$ cat config.mk
export PLATFORM = sky130hd
export DESIGN_NAME = fcl_top
export DESIGN_NICKNAME = d
export VERILOG_FILES = /design/src/design/fcl_pkg.sv /design/src/design/fcl_top.sv
export SDC_FILE = /design/constraint.sdc
export NUM_CORES = 2
export LEC_CHECK = 0
export BUFFER_PORTS_ARGS = -buffer_cell sky130_fd_sc_hd__buf_2
export CAP_MARGIN = 20
export CORE_ASPECT_RATIO = 0.5
export CORE_MARGIN = 2
export CORE_UTILIZATION = 57
export DETAILED_ROUTE_END_ITERATION = 6
export PLACE_DENSITY = 0.74
export SETUP_SLACK_MARGIN = 0.2
export SLEW_MARGIN = 30
export SYNTH_ARGS = -nofsm -noshare
export SYNTH_HDL_FRONTEND = slang
export SYNTH_SLANG_ARGS = --single-unit
export TNS_END_PERCENT = 100
$ cat constraint.sdc
create_clock -name CLK -period 37.4 [get_ports CLK]
set_input_delay 1.87 -clock CLK [delete_from_list [all_inputs] [get_ports CLK]]
set_output_delay 1.87 -clock CLK [all_outputs]
set_load 0.005 [all_outputs]
$ cat src/design/fcl_pkg.sv
// Constants, codes and register map of the frequency command limiter.
// Assumes frequencies in 0.1 Hz steps and voltages in 1 V steps.
package fcl_pkg;

    // Frequency and voltage limits and special codes (0.1 Hz and 1 V units).
    localparam logic [15:0] F_400      = 16'h0FA0;
    localparam logic [15:0] F_120      = 16'h04B0;
    localparam logic [15:0] CODE_NONE  = 16'h270F;
    localparam logic [15:0] CODE_95    = 16'h22B8;
    localparam logic [15:0] V_1000     = 16'h03E8;

    // Reset values.
    localparam logic [15:0] UPPER_RST  = 16'h04B0;
    localparam logic [15:0] LOWER_RST  = 16'h0000;
    localparam logic [15:0] HS_RST     = 16'h04B0;
    localparam logic [15:0] START_RST  = 16'h0005;
    localparam logic [15:0] JOG_RST    = 16'h0032;
    localparam logic [15:0] BASE_RST   = 16'h0258;
    localparam logic [15:0] RVOLT_RST  = 16'h00C8;
    localparam logic [15:0] RFREQ_RST  = 16'h0258;
    localparam logic [15:0] STEP_RST   = 16'h0001;
    localparam logic [7:0]  BYTE_RST   = 8'h00;

    // Selection codes.
    localparam logic [7:0]  TSEL_SECOND = 8'h03;
    localparam logic [7:0]  PAT_S_A     = 8'h01;
    localparam logic [7:0]  EXT_ALL     = 8'h00;

    // Supply percentage for the 95 percent code.
    localparam logic [17:0] PCT_NUM    = 18'h0005F;
    localparam logic [17:0] PCT_DEN    = 18'h00064;

    // Ramp tick period.
    localparam int unsigned TICK_US    = 1000;
    localparam int unsigned CLK_MHZ    = 40;

    // Register byte offsets.
    localparam logic [11:0] OFF_UPPER  = 12'h000;
    localparam logic [11:0] OFF_LOWER  = 12'h004;
    localparam logic [11:0] OFF_HS     = 12'h008;
    localparam logic [11:0] OFF_START  = 12'h00C;
    localparam logic [11:0] OFF_JOG    = 12'h010;
    localparam logic [11:0] OFF_SKIP   = 12'h014;
    localparam logic [11:0] OFF_BASE   = 12'h02C;
    localparam logic [11:0] OFF_BVOLT  = 12'h030;
    localparam logic [11:0] OFF_SEC    = 12'h034;
    localparam logic [11:0] OFF_TSEL   = 12'h038;
    localparam logic [11:0] OFF_RVOLT  = 12'h04C;
    localparam logic [11:0] OFF_RFREQ  = 12'h050;
    localparam logic [11:0] OFF_PAT    = 12'h054;
    localparam logic [11:0] OFF_EXT    = 12'h058;
    localparam logic [11:0] OFF_CTRL   = 12'h05C;
    localparam logic [11:0] OFF_STEP   = 12'h060;
    localparam logic [11:0] OFF_TGT    = 12'h064;
    localparam logic [11:0] OFF_RUN    = 12'h068;
    localparam logic [11:0] OFF_VOLT   = 12'h06C;
    localparam logic [11:0] OFF_STAT   = 12'h070;

    typedef enum logic [1:0] {
        DIV_IDLE = 2'b00,
        DIV_RUN  = 2'b01,
        DIV_DONE = 2'b10
    } fcl_div_e;

endpackage

$ cat src/design/fcl_top.sv
// Frequency command limiter with skip zones, ramp and V/F reference.
// Assumes one 40 MHz clock, an APB master and synchronous inputs.
//
// Overview of operation
// RL1: Clamp output at upper limit, default 120Hz.
// RL2: High-speed upper limit 120 to 400Hz.
// RL3: Writing either upper limit copies to other.
// RL4: Clamp output at lower limit, default 0Hz.
// RL5: Jog at or below lower limit bypasses it.
// RL6: Stall reduction may go below lower limit.
// RL7: Lower limit above start freq runs without command.
// RL8: Six skip boundaries, 9999 disables, default 9999.
// RL9: Three zones; either boundary may be top.
// RL10: Command inside zone runs at A boundary.
// RL11: Ramping frequency passes through skip zones.
// RL12: Base frequency 0 to 400Hz, default 60Hz.
// RL13: Base voltage codes 8888 and 9999 supported.
// RL14: Second base frequency used while input asserted.
// RL15: Second input needs terminal function code 3.
// RL16: Base voltage below supply caps output voltage.
// RL17: Vector mode uses rated motor voltage, frequency.
// RL18: S-curve A uses active base as inflection.
// RL19: Extended settings writable only when display is 0.
// RL20: All sources pass clamps and skip zones; a jog at or below the lower limit skips the lower clamp.
//
// The implementer's own choices: the placing of the registers and the APB slave port.
`timescale 1ns/1ps
module fcl_top import fcl_pkg::*; #(
    parameter int unsigned TICK_CYCLES = TICK_US * CLK_MHZ,
    parameter int unsigned NZONE       = 3,
    parameter int unsigned NTERM       = 5
) (
    // Clock and reset
    input  wire logic              CLK,
    input  wire logic              RST_N,
    // APB slave
    input  wire logic              PSEL,
    input  wire logic              PENABLE,
    input  wire logic              PWRITE,
    input  wire logic [11:0]       PADDR,
    input  wire logic [31:0]       PWDATA,
    output logic      [31:0]       PRDATA,
    output logic                   PREADY,
    output logic                   PSLVERR,
    // Command side
    input  wire logic [15:0]       FREQ_CMD,
    input  wire logic              CMD_VALID,
    input  wire logic              START,
    input  wire logic              JOG,
    input  wire logic              STALL_REDUCE,
    input  wire logic [NTERM-1:0]  TERM_IN,
    input  wire logic [15:0]       SUPPLY_VOLT,
    input  wire logic              SINGLE_100V,
    // Output stage
    output logic      [15:0]       TARGET_FREQ,
    output logic      [15:0]       RUN_FREQ,
    output logic      [15:0]       VOLT_REF,
    output logic      [15:0]       BASE_ACTIVE,
    output logic                   S_CURVE_A,
    output logic                   RAMPING
);

    localparam int unsigned TW = $clog2(TICK_CYCLES);
    localparam int unsigned NB = 24;

    if (NZONE < 1 || NZONE > 3) begin : g_bad_zone
        $error("NZONE must be 1 to 3");
    end
    if (NTERM < 1 || NTERM > 5) begin : g_bad_term
        $error("NTERM must be 1 to 5");
    end
    if (TICK_CYCLES < 2) begin : g_bad_tick
        $error("TICK_CYCLES must be at least 2");
    end

    typedef struct packed {
        logic [15:0]             upper;
        logic [15:0]             lower;
        logic [15:0]             hs;
        logic [15:0]             start;
        logic [15:0]             jog;
        logic [2*NZONE-1:0][15:0] skip;
        logic [15:0]             base;
        logic [15:0]             bvolt;
        logic [15:0]             sec;
        logic [NTERM-1:0][7:0]   tsel;
        logic [15:0]             rvolt;
        logic [15:0]             rfreq;
        logic [7:0]              pat;
        logic [7:0]              ext;
        logic                    vec;
        logic [15:0]             step;
        logic [TW-1:0]           tick;
        logic [15:0]             tgt;
        logic [15:0]             run;
        logic [15:0]             bact;
        logic [15:0]             volt;
        logic [15:0]             vcap;
        logic [15:0]             den;
        logic [NB-1:0]           num;
        logic [NB-1:0]           quo;
        logic [16:0]             rem;
        logic [4:0]              cnt;
        fcl_div_e                st;
        logic [31:0]             prdata;
        logic                    err;
    } fcl_state_s;

    fcl_state_s q;
    fcl_state_s d;

    // Per-terminal second-function decode and per-zone hit detection.
    logic [NTERM-1:0] rt_vec;
    logic [NZONE-1:0] hit;
    logic [15:0]      stage;

    for (genvar i = 0; i < NTERM; i++) begin : g_term
        assign rt_vec[i] = (q.tsel[i] == TSEL_SECOND) && TERM_IN[i]; // RL15
    end

    for (genvar z = 0; z < NZONE; z++) begin : g_zone
        logic [15:0] za;
        logic [15:0] zb;
        logic [15:0] lo;
        logic [15:0] hi;
        assign za = q.skip[2*z];
        assign zb = q.skip[2*z+1];
        assign lo = (za < zb) ? za : zb; // RL9
        assign hi = (za < zb) ? zb : za; // RL9
        assign hit[z] = (za != CODE_NONE) && (zb != CODE_NONE) // RL8
                        && (stage >= lo) && (stage <= hi);
    end

    always_comb begin
        logic        rt;
        logic        wen;
        logic        ok;
        logic        hitreg;
        logic        prot;
        logic [15:0] wv;
        logic [31:0] rd;
        logic [15:0] raw;
        logic [15:0] sk;
        logic [16:0] seff;
        logic [17:0] pct;
        logic [16:0] vlim;
        logic [16:0] r2;
        logic [31:0] prod;
        rt     = |rt_vec;
        wen    = PSEL && PENABLE && PWRITE && !q.err;
        ok     = (PWDATA[31:16] == 16'h0000);
        hitreg = 1'b1;
        prot   = 1'b0;
        wv     = PWDATA[15:0];
        rd     = 32'h0000_0000;
        d      = q;
        raw    = 16'h0000;
        sk     = 16'h0000;
        seff   = 17'h0_0000;
        pct    = 18'h0_0000;
        vlim   = 17'h0_0000;
        r2     = 17'h0_0000;
        prod   = 32'h0000_0000;

        // Register decode: read value, range check and write action.
        if (PADDR == OFF_UPPER) begin
            rd = {16'h0000, q.upper};
            ok = ok && (wv <= F_120); // RL1
            if (wen) begin
                d.upper = wv;
                d.hs    = wv; // RL3
            end
        end else if (PADDR == OFF_LOWER) begin
            rd = {16'h0000, q.lower};
            ok = ok && (wv <= F_120); // RL4
            if (wen) begin
                d.lower = wv;
            end
        end else if (PADDR == OFF_HS) begin
            rd   = {16'h0000, q.hs};
            prot = 1'b1;
            ok   = ok && (wv >= F_120) && (wv <= F_400); // RL2
            if (wen) begin
                d.hs    = wv;
                d.upper = wv; // RL3
            end
        end else if (PADDR == OFF_START) begin
            rd = {16'h0000, q.start};
            ok = ok && (wv <= F_400);
            if (wen) begin
                d.start = wv;
            end
        end else if (PADDR == OFF_JOG) begin
            rd = {16'h0000, q.jog};
            ok = ok && (wv <= F_400);
            if (wen) begin
                d.jog = wv;
            end
        end else if (PADDR >= OFF_SKIP
                     && PADDR < OFF_SKIP + 12'(8 * NZONE)) begin
            rd   = 32'h0000_0000;
            prot = 1'b1;
            ok   = ok && ((wv <= F_400) || (wv == CODE_NONE)); // RL8
            for (int k = 0; k < 2 * NZONE; k++) begin
                if (PADDR == OFF_SKIP + 12'(4 * k)) begin
                    rd = {16'h0000, q.skip[k]};
                    if (wen) begin
                        d.skip[k] = wv;
                    end
                end
            end
        end else if (PADDR == OFF_BASE) begin
            rd = {16'h0000, q.base};
            ok = ok && (wv <= F_400); // RL12
            if (wen) begin
                d.base = wv;
            end
        end else if (PADDR == OFF_BVOLT) begin
            rd   = {16'h0000, q.bvolt};
            prot = 1'b1;
            ok   = ok && ((wv <= V_1000) || (wv == CODE_95)
                          || (wv == CODE_NONE)); // RL13
            if (wen) begin
                d.bvolt = wv;
            end
        end else if (PADDR == OFF_SEC) begin
            rd   = {16'h0000, q.sec};
            prot = 1'b1;
            ok   = ok && ((wv <= F_400) || (wv == CODE_NONE)); // RL14
            if (wen) begin
                d.sec = wv;
            end
        end else if (PADDR >= OFF_TSEL
                     && PADDR < OFF_TSEL + 12'(4 * NTERM)) begin
            ok = ok && (PWDATA[15:8] == 8'h00);
            for (int k = 0; k < NTERM; k++) begin
                if (PADDR == OFF_TSEL + 12'(4 * k)) begin
                    rd = {24'h00_0000, q.tsel[k]};
                    if (wen) begin
                        d.tsel[k] = PWDATA[7:0];
                    end
                end
            end
        end else if (PADDR == OFF_RVOLT) begin
            rd = {16'h0000, q.rvolt};
            ok = ok && (wv <= V_1000);
            if (wen) begin
                d.rvolt = wv;
            end
        end else if (PADDR == OFF_RFREQ) begin
            rd = {16'h0000, q.rfreq};
            ok = ok && (wv <= F_400);
            if (wen) begin
                d.rfreq = wv;
            end
        end else if (PADDR == OFF_PAT) begin
            rd = {24'h00_0000, q.pat};
            ok = ok && (PWDATA[15:8] == 8'h00);
            if (wen) begin
                d.pat = PWDATA[7:0];
            end
        end else if (PADDR == OFF_EXT) begin
            rd = {24'h00_0000, q.ext};
            ok = ok && (PWDATA[15:8] == 8'h00);
            if (wen) begin
                d.ext = PWDATA[7:0];
            end
        end else if (PADDR == OFF_CTRL) begin
            rd = {31'h0000_0000, q.vec};
            ok = ok && (PWDATA[15:1] == 15'h0000);
            if (wen) begin
                d.vec = PWDATA[0];
            end
        end else if (PADDR == OFF_STEP) begin
            rd = {16'h0000, q.step};
            if (wen) begin
                d.step = wv;
            end
        end else if (PADDR == OFF_TGT) begin
            rd = {16'h0000, q.tgt};
            ok = 1'b0;
        end else if (PADDR == OFF_RUN) begin
            rd = {16'h0000, q.run};
            ok = 1'b0;
        end else if (PADDR == OFF_VOLT) begin
            rd = {16'h0000, q.volt};
            ok = 1'b0;
        end else if (PADDR == OFF_STAT) begin
            rd = {28'h000_0000, q.vec, |hit, rt, q.run != q.tgt};
            ok = 1'b0;
        end else begin
            hitreg = 1'b0;
            ok     = 1'b0;
        end

        // Setup phase latches read data and the error answer.
        if (PSEL && !PENABLE) begin
            d.prdata = hitreg ? rd : 32'h0000_0000;
            d.err    = !hitreg || (PWRITE && (!ok
                       || (prot && q.ext != EXT_ALL))); // RL19
        end

        // Command conditioning shared by every source.
        raw = JOG ? q.jog : (CMD_VALID ? FREQ_CMD : 16'h0000); // RL20
        if (raw > q.upper) begin
            stage = q.upper; // RL1
        end else if (raw < q.lower && !(JOG && q.jog <= q.lower)) begin
            stage = q.lower; // RL4
        end else begin
            stage = raw; // RL5
        end
        sk = stage;
        for (int z = NZONE - 1; z >= 0; z--) begin
            if (hit[z]) begin
                sk = q.skip[2*z]; // RL10
            end
        end
        if (!START) begin
            d.tgt = 16'h0000;
        end else if (!JOG && sk < q.start) begin
            d.tgt = 16'h0000; // RL7
        end else begin
            d.tgt = sk; // RL7
        end

        // Ramp toward the steady target, crossing skip zones freely.
        d.tick = (q.tick == TW'(TICK_CYCLES - 1)) ? '0 : q.tick + 1'b1;
        if (q.tick == TW'(TICK_CYCLES - 1)) begin
            if (STALL_REDUCE) begin
                d.run = (q.run > q.step) ? q.run - q.step : 16'h0000; // RL6
            end else if (q.run < q.tgt) begin
                d.run = (q.tgt - q.run > q.step) ? q.run + q.step
                                                 : q.tgt; // RL11
            end else if (q.run > q.tgt) begin
                d.run = (q.run - q.tgt > q.step) ? q.run - q.step
                                                 : q.tgt; // RL11
            end
        end

        // Active base point and voltage ceiling.
        if (q.vec) begin
            d.bact = q.rfreq; // RL17
        end else if (rt && q.sec != CODE_NONE) begin
            d.bact = q.sec; // RL14
        end else begin
            d.bact = q.base; // RL12
        end
        seff = SINGLE_100V ? {SUPPLY_VOLT, 1'b0} : {1'b0, SUPPLY_VOLT};
        pct  = ({1'b0, seff} * PCT_NUM) / PCT_DEN;
        if (q.bvolt == CODE_NONE) begin
            vlim = seff; // RL13
        end else if (q.bvolt == CODE_95) begin
            vlim = pct[16:0]; // RL13
        end else if ({1'b0, q.bvolt} < seff) begin
            vlim = {1'b0, q.bvolt}; // RL16
        end else begin
            vlim = seff;
        end
        if (q.vec) begin
            vlim = {1'b0, q.rvolt}; // RL17
        end

        // Voltage reference: ceiling scaled by run over base point.
        r2   = {q.rem[15:0], q.num[NB-1]};
        prod = 32'h0000_0000;
        case (q.st)
            DIV_IDLE: begin
                d.vcap = vlim[16] ? 16'hFFFF : vlim[15:0];
                prod   = d.vcap * q.run;
                d.den  = q.bact;
                d.num  = prod[NB-1:0];
                d.rem  = 17'h0_0000;
                d.quo  = '0;
                d.cnt  = 5'(NB - 1);
                if (q.bact == 16'h0000 || prod[31:NB] != '0) begin
                    d.volt = d.vcap;
                end else begin
                    d.st = DIV_RUN;
                end
            end
            DIV_RUN: begin
                d.num = {q.num[NB-2:0], 1'b0};
                if (r2 >= {1'b0, q.den}) begin
                    d.rem = r2 - {1'b0, q.den};
                    d.quo = {q.quo[NB-2:0], 1'b1};
                end else begin
                    d.rem = r2;
                    d.quo = {q.quo[NB-2:0], 1'b0};
                end
                d.cnt = q.cnt - 1'b1;
                if (q.cnt == 5'h00) begin
                    d.st = DIV_DONE;
                end
            end
            DIV_DONE: begin
                d.volt = (q.quo > NB'(q.vcap)) ? q.vcap : q.quo[15:0];
                d.st   = DIV_IDLE;
            end
            default: begin
                d.st = DIV_IDLE;
            end
        endcase
    end

    always_ff @(posedge CLK or negedge RST_N) begin
        if (!RST_N) begin
            q        <= '0;
            q.upper  <= UPPER_RST;
            q.lower  <= LOWER_RST;
            q.hs     <= HS_RST;
            q.start  <= START_RST;
            q.jog    <= JOG_RST;
            q.skip   <= {(2 * NZONE){CODE_NONE}}; // RL8
            q.base   <= BASE_RST;
            q.bvolt  <= CODE_NONE;
            q.sec    <= CODE_NONE;
            q.tsel   <= {NTERM{BYTE_RST}};
            q.rvolt  <= RVOLT_RST;
            q.rfreq  <= RFREQ_RST;
            q.pat    <= BYTE_RST;
            q.ext    <= EXT_ALL;
            q.step   <= STEP_RST;
            q.bact   <= BASE_RST;
            q.st     <= DIV_IDLE;
        end else begin
            q <= d;
        end
    end

    assign PREADY      = PSEL && PENABLE;
    assign PRDATA      = q.prdata;
    assign PSLVERR     = PSEL && PENABLE && q.err;
    assign TARGET_FREQ = q.tgt;
    assign RUN_FREQ    = q.run;
    assign VOLT_REF    = q.volt;
    assign BASE_ACTIVE = q.bact; // RL18
    assign S_CURVE_A   = (q.pat == PAT_S_A); // RL18
    assign RAMPING     = (q.run != q.tgt);

endmodule // fcl_top

# After elaboration in Yosys (flattened, before gate mapping)
# Index checks and enable logic that the tools add are counted.
# classes
add_sub_neg	7
mul	2
n_div	1
order_cmp	29
n_eq_ne	53
shifts	0
muxes	182
bitwise_logic	15
reduce_logical	90
# ops
operator	count
$mux 16	73
$mux 32	20
$mux 297	1
$mux 281	1
$mux 265	1
$mux 249	1
$eq 12x7->1 const B	13
$mux 153	1
$pmux 70 s2	1
$mux 137	1
$mux 121	1
$mux 8	15
$ne 16x14->1 const B	7
$mux 105	1
$mux 17	6
$eq 12x6->1 const B	8
$lt 16x16->1	6
$mux 96	1
$gt 16x16->1	5
$reduce_and 12->1	6
$mux 65	1
$eq 16x14->1 const B	4
$le 16x16->1	4
$reduce_and 8->1	7
other kinds (66)	194
# totals
reg_bits	545
latchBits	0
mem_bits_rw	0
rom_bits	0
input_bits	91
out_inout_bits	100
word_cells	418
n_memories	0

# Depth between registers and ports, before layout
# logic_depth
ltp_word	31
mapped_depth	85

# Worst setup path after synthesis
# OpenSTA, ideal clock, no wires.
# synth_path
path_kind	input-to-reg
from	input SINGLE_100V
to	register q, in the netlist VOLT_REF[10]
arrival_time_ns	19.962
required_ns	37.275
setup_slack_ns	17.313
stages	78
n_path_buf	6
cell_sequence	buf_4 > buf_1 > mux2_2 > inv_1 > fa_1 > inv_1 > fa_1 > fa_1 > inv_1 > fa_1 > inv_1 > ha_1 > buf_2 > and3_1 > o211a_1 > a21bo_1 > and3b_1 > buf_2 > [... 42 more ...] > o21bai_1 > a21oi_1 > o21bai_1 > a21oi_1 > o21bai_1 > a21oi_1 > o21bai_1 > a21oi_1 > o21bai_1 > a21oi_1 > nor2b_1 > o21ai_0 > a21boi_0 > o41ai_1 > xnor2_1 > a31oi_1 > clkbuf_1 > mux2_2
# synth_via
elab_chain_len	12
word_cells_on_any_way	16
cone_classes	2 x mul; 1 x div; 1 x order compare; 1 x eq/ne; 8 x mux; 3 x reduce/logical
# synth_rtl
element	line	source
from (decl)	fcl_top.sv:53	input wire logic SINGLE_100V,
$mux 17 (*)	fcl_top.sv:348	seff = SINGLE_100V ? {SUPPLY_VOLT, 1'b0} : {1'b0, SUPPLY_VOLT};
$mul 17x7->18 or $lt 16x17->1 (tied branches)	fcl_top.sv:349, fcl_top.sv:354	
$div 18x7->18 or $mux 17 (tied branches)	fcl_top.sv:349, fcl_top.sv:354	
$mux 17	fcl_top.sv:352	end else if (q.bvolt == CODE_95) begin
$mux 17 (*)	fcl_top.sv:350	if (q.bvolt == CODE_NONE) begin
$mux 17 (*)	fcl_top.sv:359	if (q.vec) begin
$mux 16 (*)	fcl_top.sv:368	d.vcap = vlim[16] ? 16'hFFFF : vlim[15:0];
$mul 16x16->32	fcl_top.sv:369	prod = d.vcap * q.run;
$reduce_bool 8->1	fcl_top.sv:375	if (q.bact == 16'h0000 || prod[31:NB] != '0) begin
$logic_or 1x1->1	fcl_top.sv:375	
$ne 2x2->1 (no line)	-	
$reduce_and 2->1 (no line)	-	
to (decl)	fcl_top.sv:109	fcl_state_s q;
# Mark *: on every way between the ends. The rest lies on a longest branch, timed or not. The select of a mux whose other input is x is not followed.
# A chain may end at the register's enable or synchronous reset.

# Final worst setup path
# layout_path
from	input SINGLE_100V
to	register q, in the netlist VOLT_REF[14]
# The elaborated chain is that of the path after synthesis.

==> flow_metrics.tcl <==
set metrics [dict create \
    slew_headroom 0.254 \
    numCtsBuffers 51 \
    hold_viol 0 \
    multi_input_area_um2 33100 \
    synthXorXnorAreaFrac 0.0257 \
    regArea_um2 13400 \
    postSynthAreaPerCell_um2 9.02 \
    place_ws_ns 14.62 \
    fillCellCount 7454 \
    ios 191 \
    ant_nets 0 \
    status "complete, but fails checks" \
    start_util 0.578 \
    slew_viol_final 0 \
    synthAdderAreaFrac 0.221 \
    ys_seq_elements 529 \
    antenna_found_initial 8 \
    cts_sinks 529 \
    whs_path_depth 2 \
    worst_setup_path_start_kind "input pin" \
    grt_pass1_vias 42500 \
    fin_skew_ns 0.0520 \
    grt_max_degree 168 \
    setup_viol_count_final 0 \
    syn_inst 5548 \
    num_rows 76 \
    synth_compound_area_frac 0.182 \
    ys.flop_type "dfrtp_1" \
    ys_seq_area_frac 0.267 \
    crit_arrival_ns 23.05 \
    die_y_um 213 \
    numPortBuffers 174 \
    ctsResizeCount 0 \
    cp.required_ns 37.90 \
    vias 43700 \
    clkLatencyLatePin_ns 0.66 \
    grt.overflow.total 0 \
    htreeDepth 2 \
    viasPerCell 6.49 \
    syn_to_final_growth_pct 6.83 \
    end_kind "register" \
    cp_common_cell "a21oi_1" \
    cts-root-buf "clkbuf_16" \
    violations "design-rule violations" \
    setup_ws_ns 14.86 \
    coreArea_um2 86500 \
    yosys.area_share.simple 0.134 \
    period_share 0.603 \
    drc_errors 53 \
    track_usage 0.371 \
    clock.fmax_mhz 44.4 \
    synth_top_family_by_area "adder cells" \
    cts_tree "yes" \
    drt_iter0_drc 5434 \
    clk_path_buf_depth 3 \
    cts.hold.buffers_added 0 \
    nets 6336 \
    post-cts-setup-buffer-count 0 \
    cpMaxStageDelayCell "mux2i_1" \
    netlist_area_um2 50000 \
    tns_ns 0 \
    die_area_um2 90300 \
    die_width_um 423 \
    synth_mux_area_frac 0.0936 \
    synthArstFlopShare 1.00 \
    rsz0062_at_grt "no" \
    timing_worst_setup_path_type "input pin to register" \
    synth_edf_count 0 \
    drv_cap 0 \
    synth.distinct_cells 108 \
    drive_gt1_frac 0.153 \
    cts.clk_slew.worst_paths_ns 0.07 \
    fin_crit_ns 22.54 \
    hp-class "register to register" \
    crit_fanout 21 \
    worst_slew_pin_slew_ns 1.12 \
    dp_hpwl_um 128000 \
    worst-r2r-cell-count 60 \
    grt_pass1_wl_um 257000 \
    wl_per_cell_um 25.3 \
    synth_warnings 0 \
    cp_slowest_stage_delay_ns 0.81 \
    dr.pass1.iters 7 \
    gp_congestion 0.980 \
    wl_um 170000 \
]
## metrics by stage
stage                     utilization  cell area, µm²  hold WS, ns  instances
after floorplan                     -           50100        0.439       5563
after global placement          0.595           51500        0.447       6630
after detailed placement        0.596           51500        0.449       6630
after CTS                       0.617           53400        0.461       6726
after global routing            0.617           53400        0.481       6728
final                           0.618           53400        0.459       6729
## cell type report
class / instances / share of cell area
multi-input combinational: 4126 / 0.620
tap: 1170 / 0.0274
timing repair buffer: 265 / 0.0303
inverter: 542 / 0.0381
clock inverter: 27 / 0.00681
sequential: 529 / 0.250
clock buffer: 69 / 0.0274
antenna: 1 / 0.0000468
## worst max-delay path, delay by kind of cell
| family | cells | cell delay (ns) |
|---|---|---|
| fa+ha+maj | 13 | 5.26 |
| mux | 5 | 2.35 |
| xor+xnor | 1 | 0.20 |
| compound gates | 40 | 9.89 |
| simple gates | 8 | 2.46 |
| buf+inv | 6 | 0.96 |
## worst paths after layout
check	startpoint	endpoint	slack, ns
max in group asynchronous	RST_N	q[115]	33.40
min	q[503]	q[503]	0.46
max reg2reg	q[339]	VOLT_REF[14]	22.77
min reg2reg	q[503]	q[503]	0.46
min in group asynchronous	RST_N	g_zone[1].zb[14]	1.17
max	SINGLE_100V	VOLT_REF[14]	14.86
## routing by layer
metal / track usage / routed length [µm] / vias to the layer above
met5: 0 / 73 / -
met4: 0.173 / 9250 / 4
met3: 0.0992 / 20000 / 528
met2: 0.556 / 71300 / 2414
met1: 0.504 / 69600 / 21400
li1: - / - / 19300
## cells in the mapped netlist, types with 12 or more instances
master	instances	area, µm²
a211oi_1	36	270
nand2_1	508	1910
nand4_1	70	438
a22oi_1	70	526
a21o_1	121	908
nand3_1	64	320
mux2i_1	128	1280
nor4_1	42	263
buf_4	98	736
clkbuf_1	234	878
and2_1	60	375
a21oi_1	368	1840
ha_1	481	6020
a22o_1	61	534
o21ai_1	12	60.1
o211ai_1	12	90.1
dfstp_2	93	2440
nor2_1	369	1390
o31ai_1	18	135
inv_1	541	2030
xor2_1	49	429
mux2_2	297	3340
buf_1	20	75.1
o221ai_1	17	149
o21bai_1	49	368
buf_2	13	65.1
o22ai_1	68	425
and3_1	33	206
nor2b_1	70	438
a31oi_1	22	138
a221o_1	12	120
a221oi_1	45	394
o21a_1	22	165
xnor2_1	85	744
o21ai_0	290	1450
or3_1	12	75.1
a222oi_1	24	240
nand2b_1	70	438
dfrtp_1	436	10900
nor3_1	63	315
fa_1	249	4980
## cells by family after synthesis
group                      Yosys count
DFF                                529
adders and majority gates          735
AOI/OAI and AO/OA                 1374
other                                1
buffers and inverters              908
and+or+nand+nor                   1431
xor gates and xnor gates           141
muxes                              429
## registers in the layout, indices dropped and copies added (netlist names)
| register | count |
|---|---|
| q | 353 |
| PRDATA | 16 |
| VOLT_REF | 16 |
| TARGET_FREQ | 16 |
| BASE_ACTIVE | 16 |
| RUN_FREQ | 16 |
| g_zone.za | 48 |
| g_zone.zb | 48 |
## placed cells by master (no fill, tap or decap), types with 60 or more instances in the layout
| cell type | synthesis | routed |
|---|---|---|
| a21o_1 | 121 | 121 |
| a21oi_1 | 368 | 364 |
| a22o_1 | 61 | 61 |
| a22oi_1 | 70 | 70 |
| and2_1 | 60 | 60 |
| buf_2 | 13 | 173 |
| buf_4 | 98 | 86 |
| dfrtp_1 | 436 | 433 |
| dfstp_2 | 93 | 93 |
| fa_1 | 249 | 249 |
| ha_1 | 481 | 481 |
| inv_1 | 541 | 541 |
| mux2_2 | 297 | 297 |
| mux2i_1 | 128 | 128 |
| nand2_1 | 508 | 507 |
| nand2b_1 | 70 | 70 |
| nand3_1 | 64 | 64 |
| nand4_1 | 70 | 70 |
| nor2_1 | 369 | 362 |
| nor2b_1 | 70 | 68 |
| o21ai_0 | 290 | 283 |
| o22ai_1 | 68 | 68 |
| xnor2_1 | 85 | 84 |
Power is left out: the tool's default activity adds up to more than one toggle a clock period on the data nets, which glitch-free logic cannot reach.
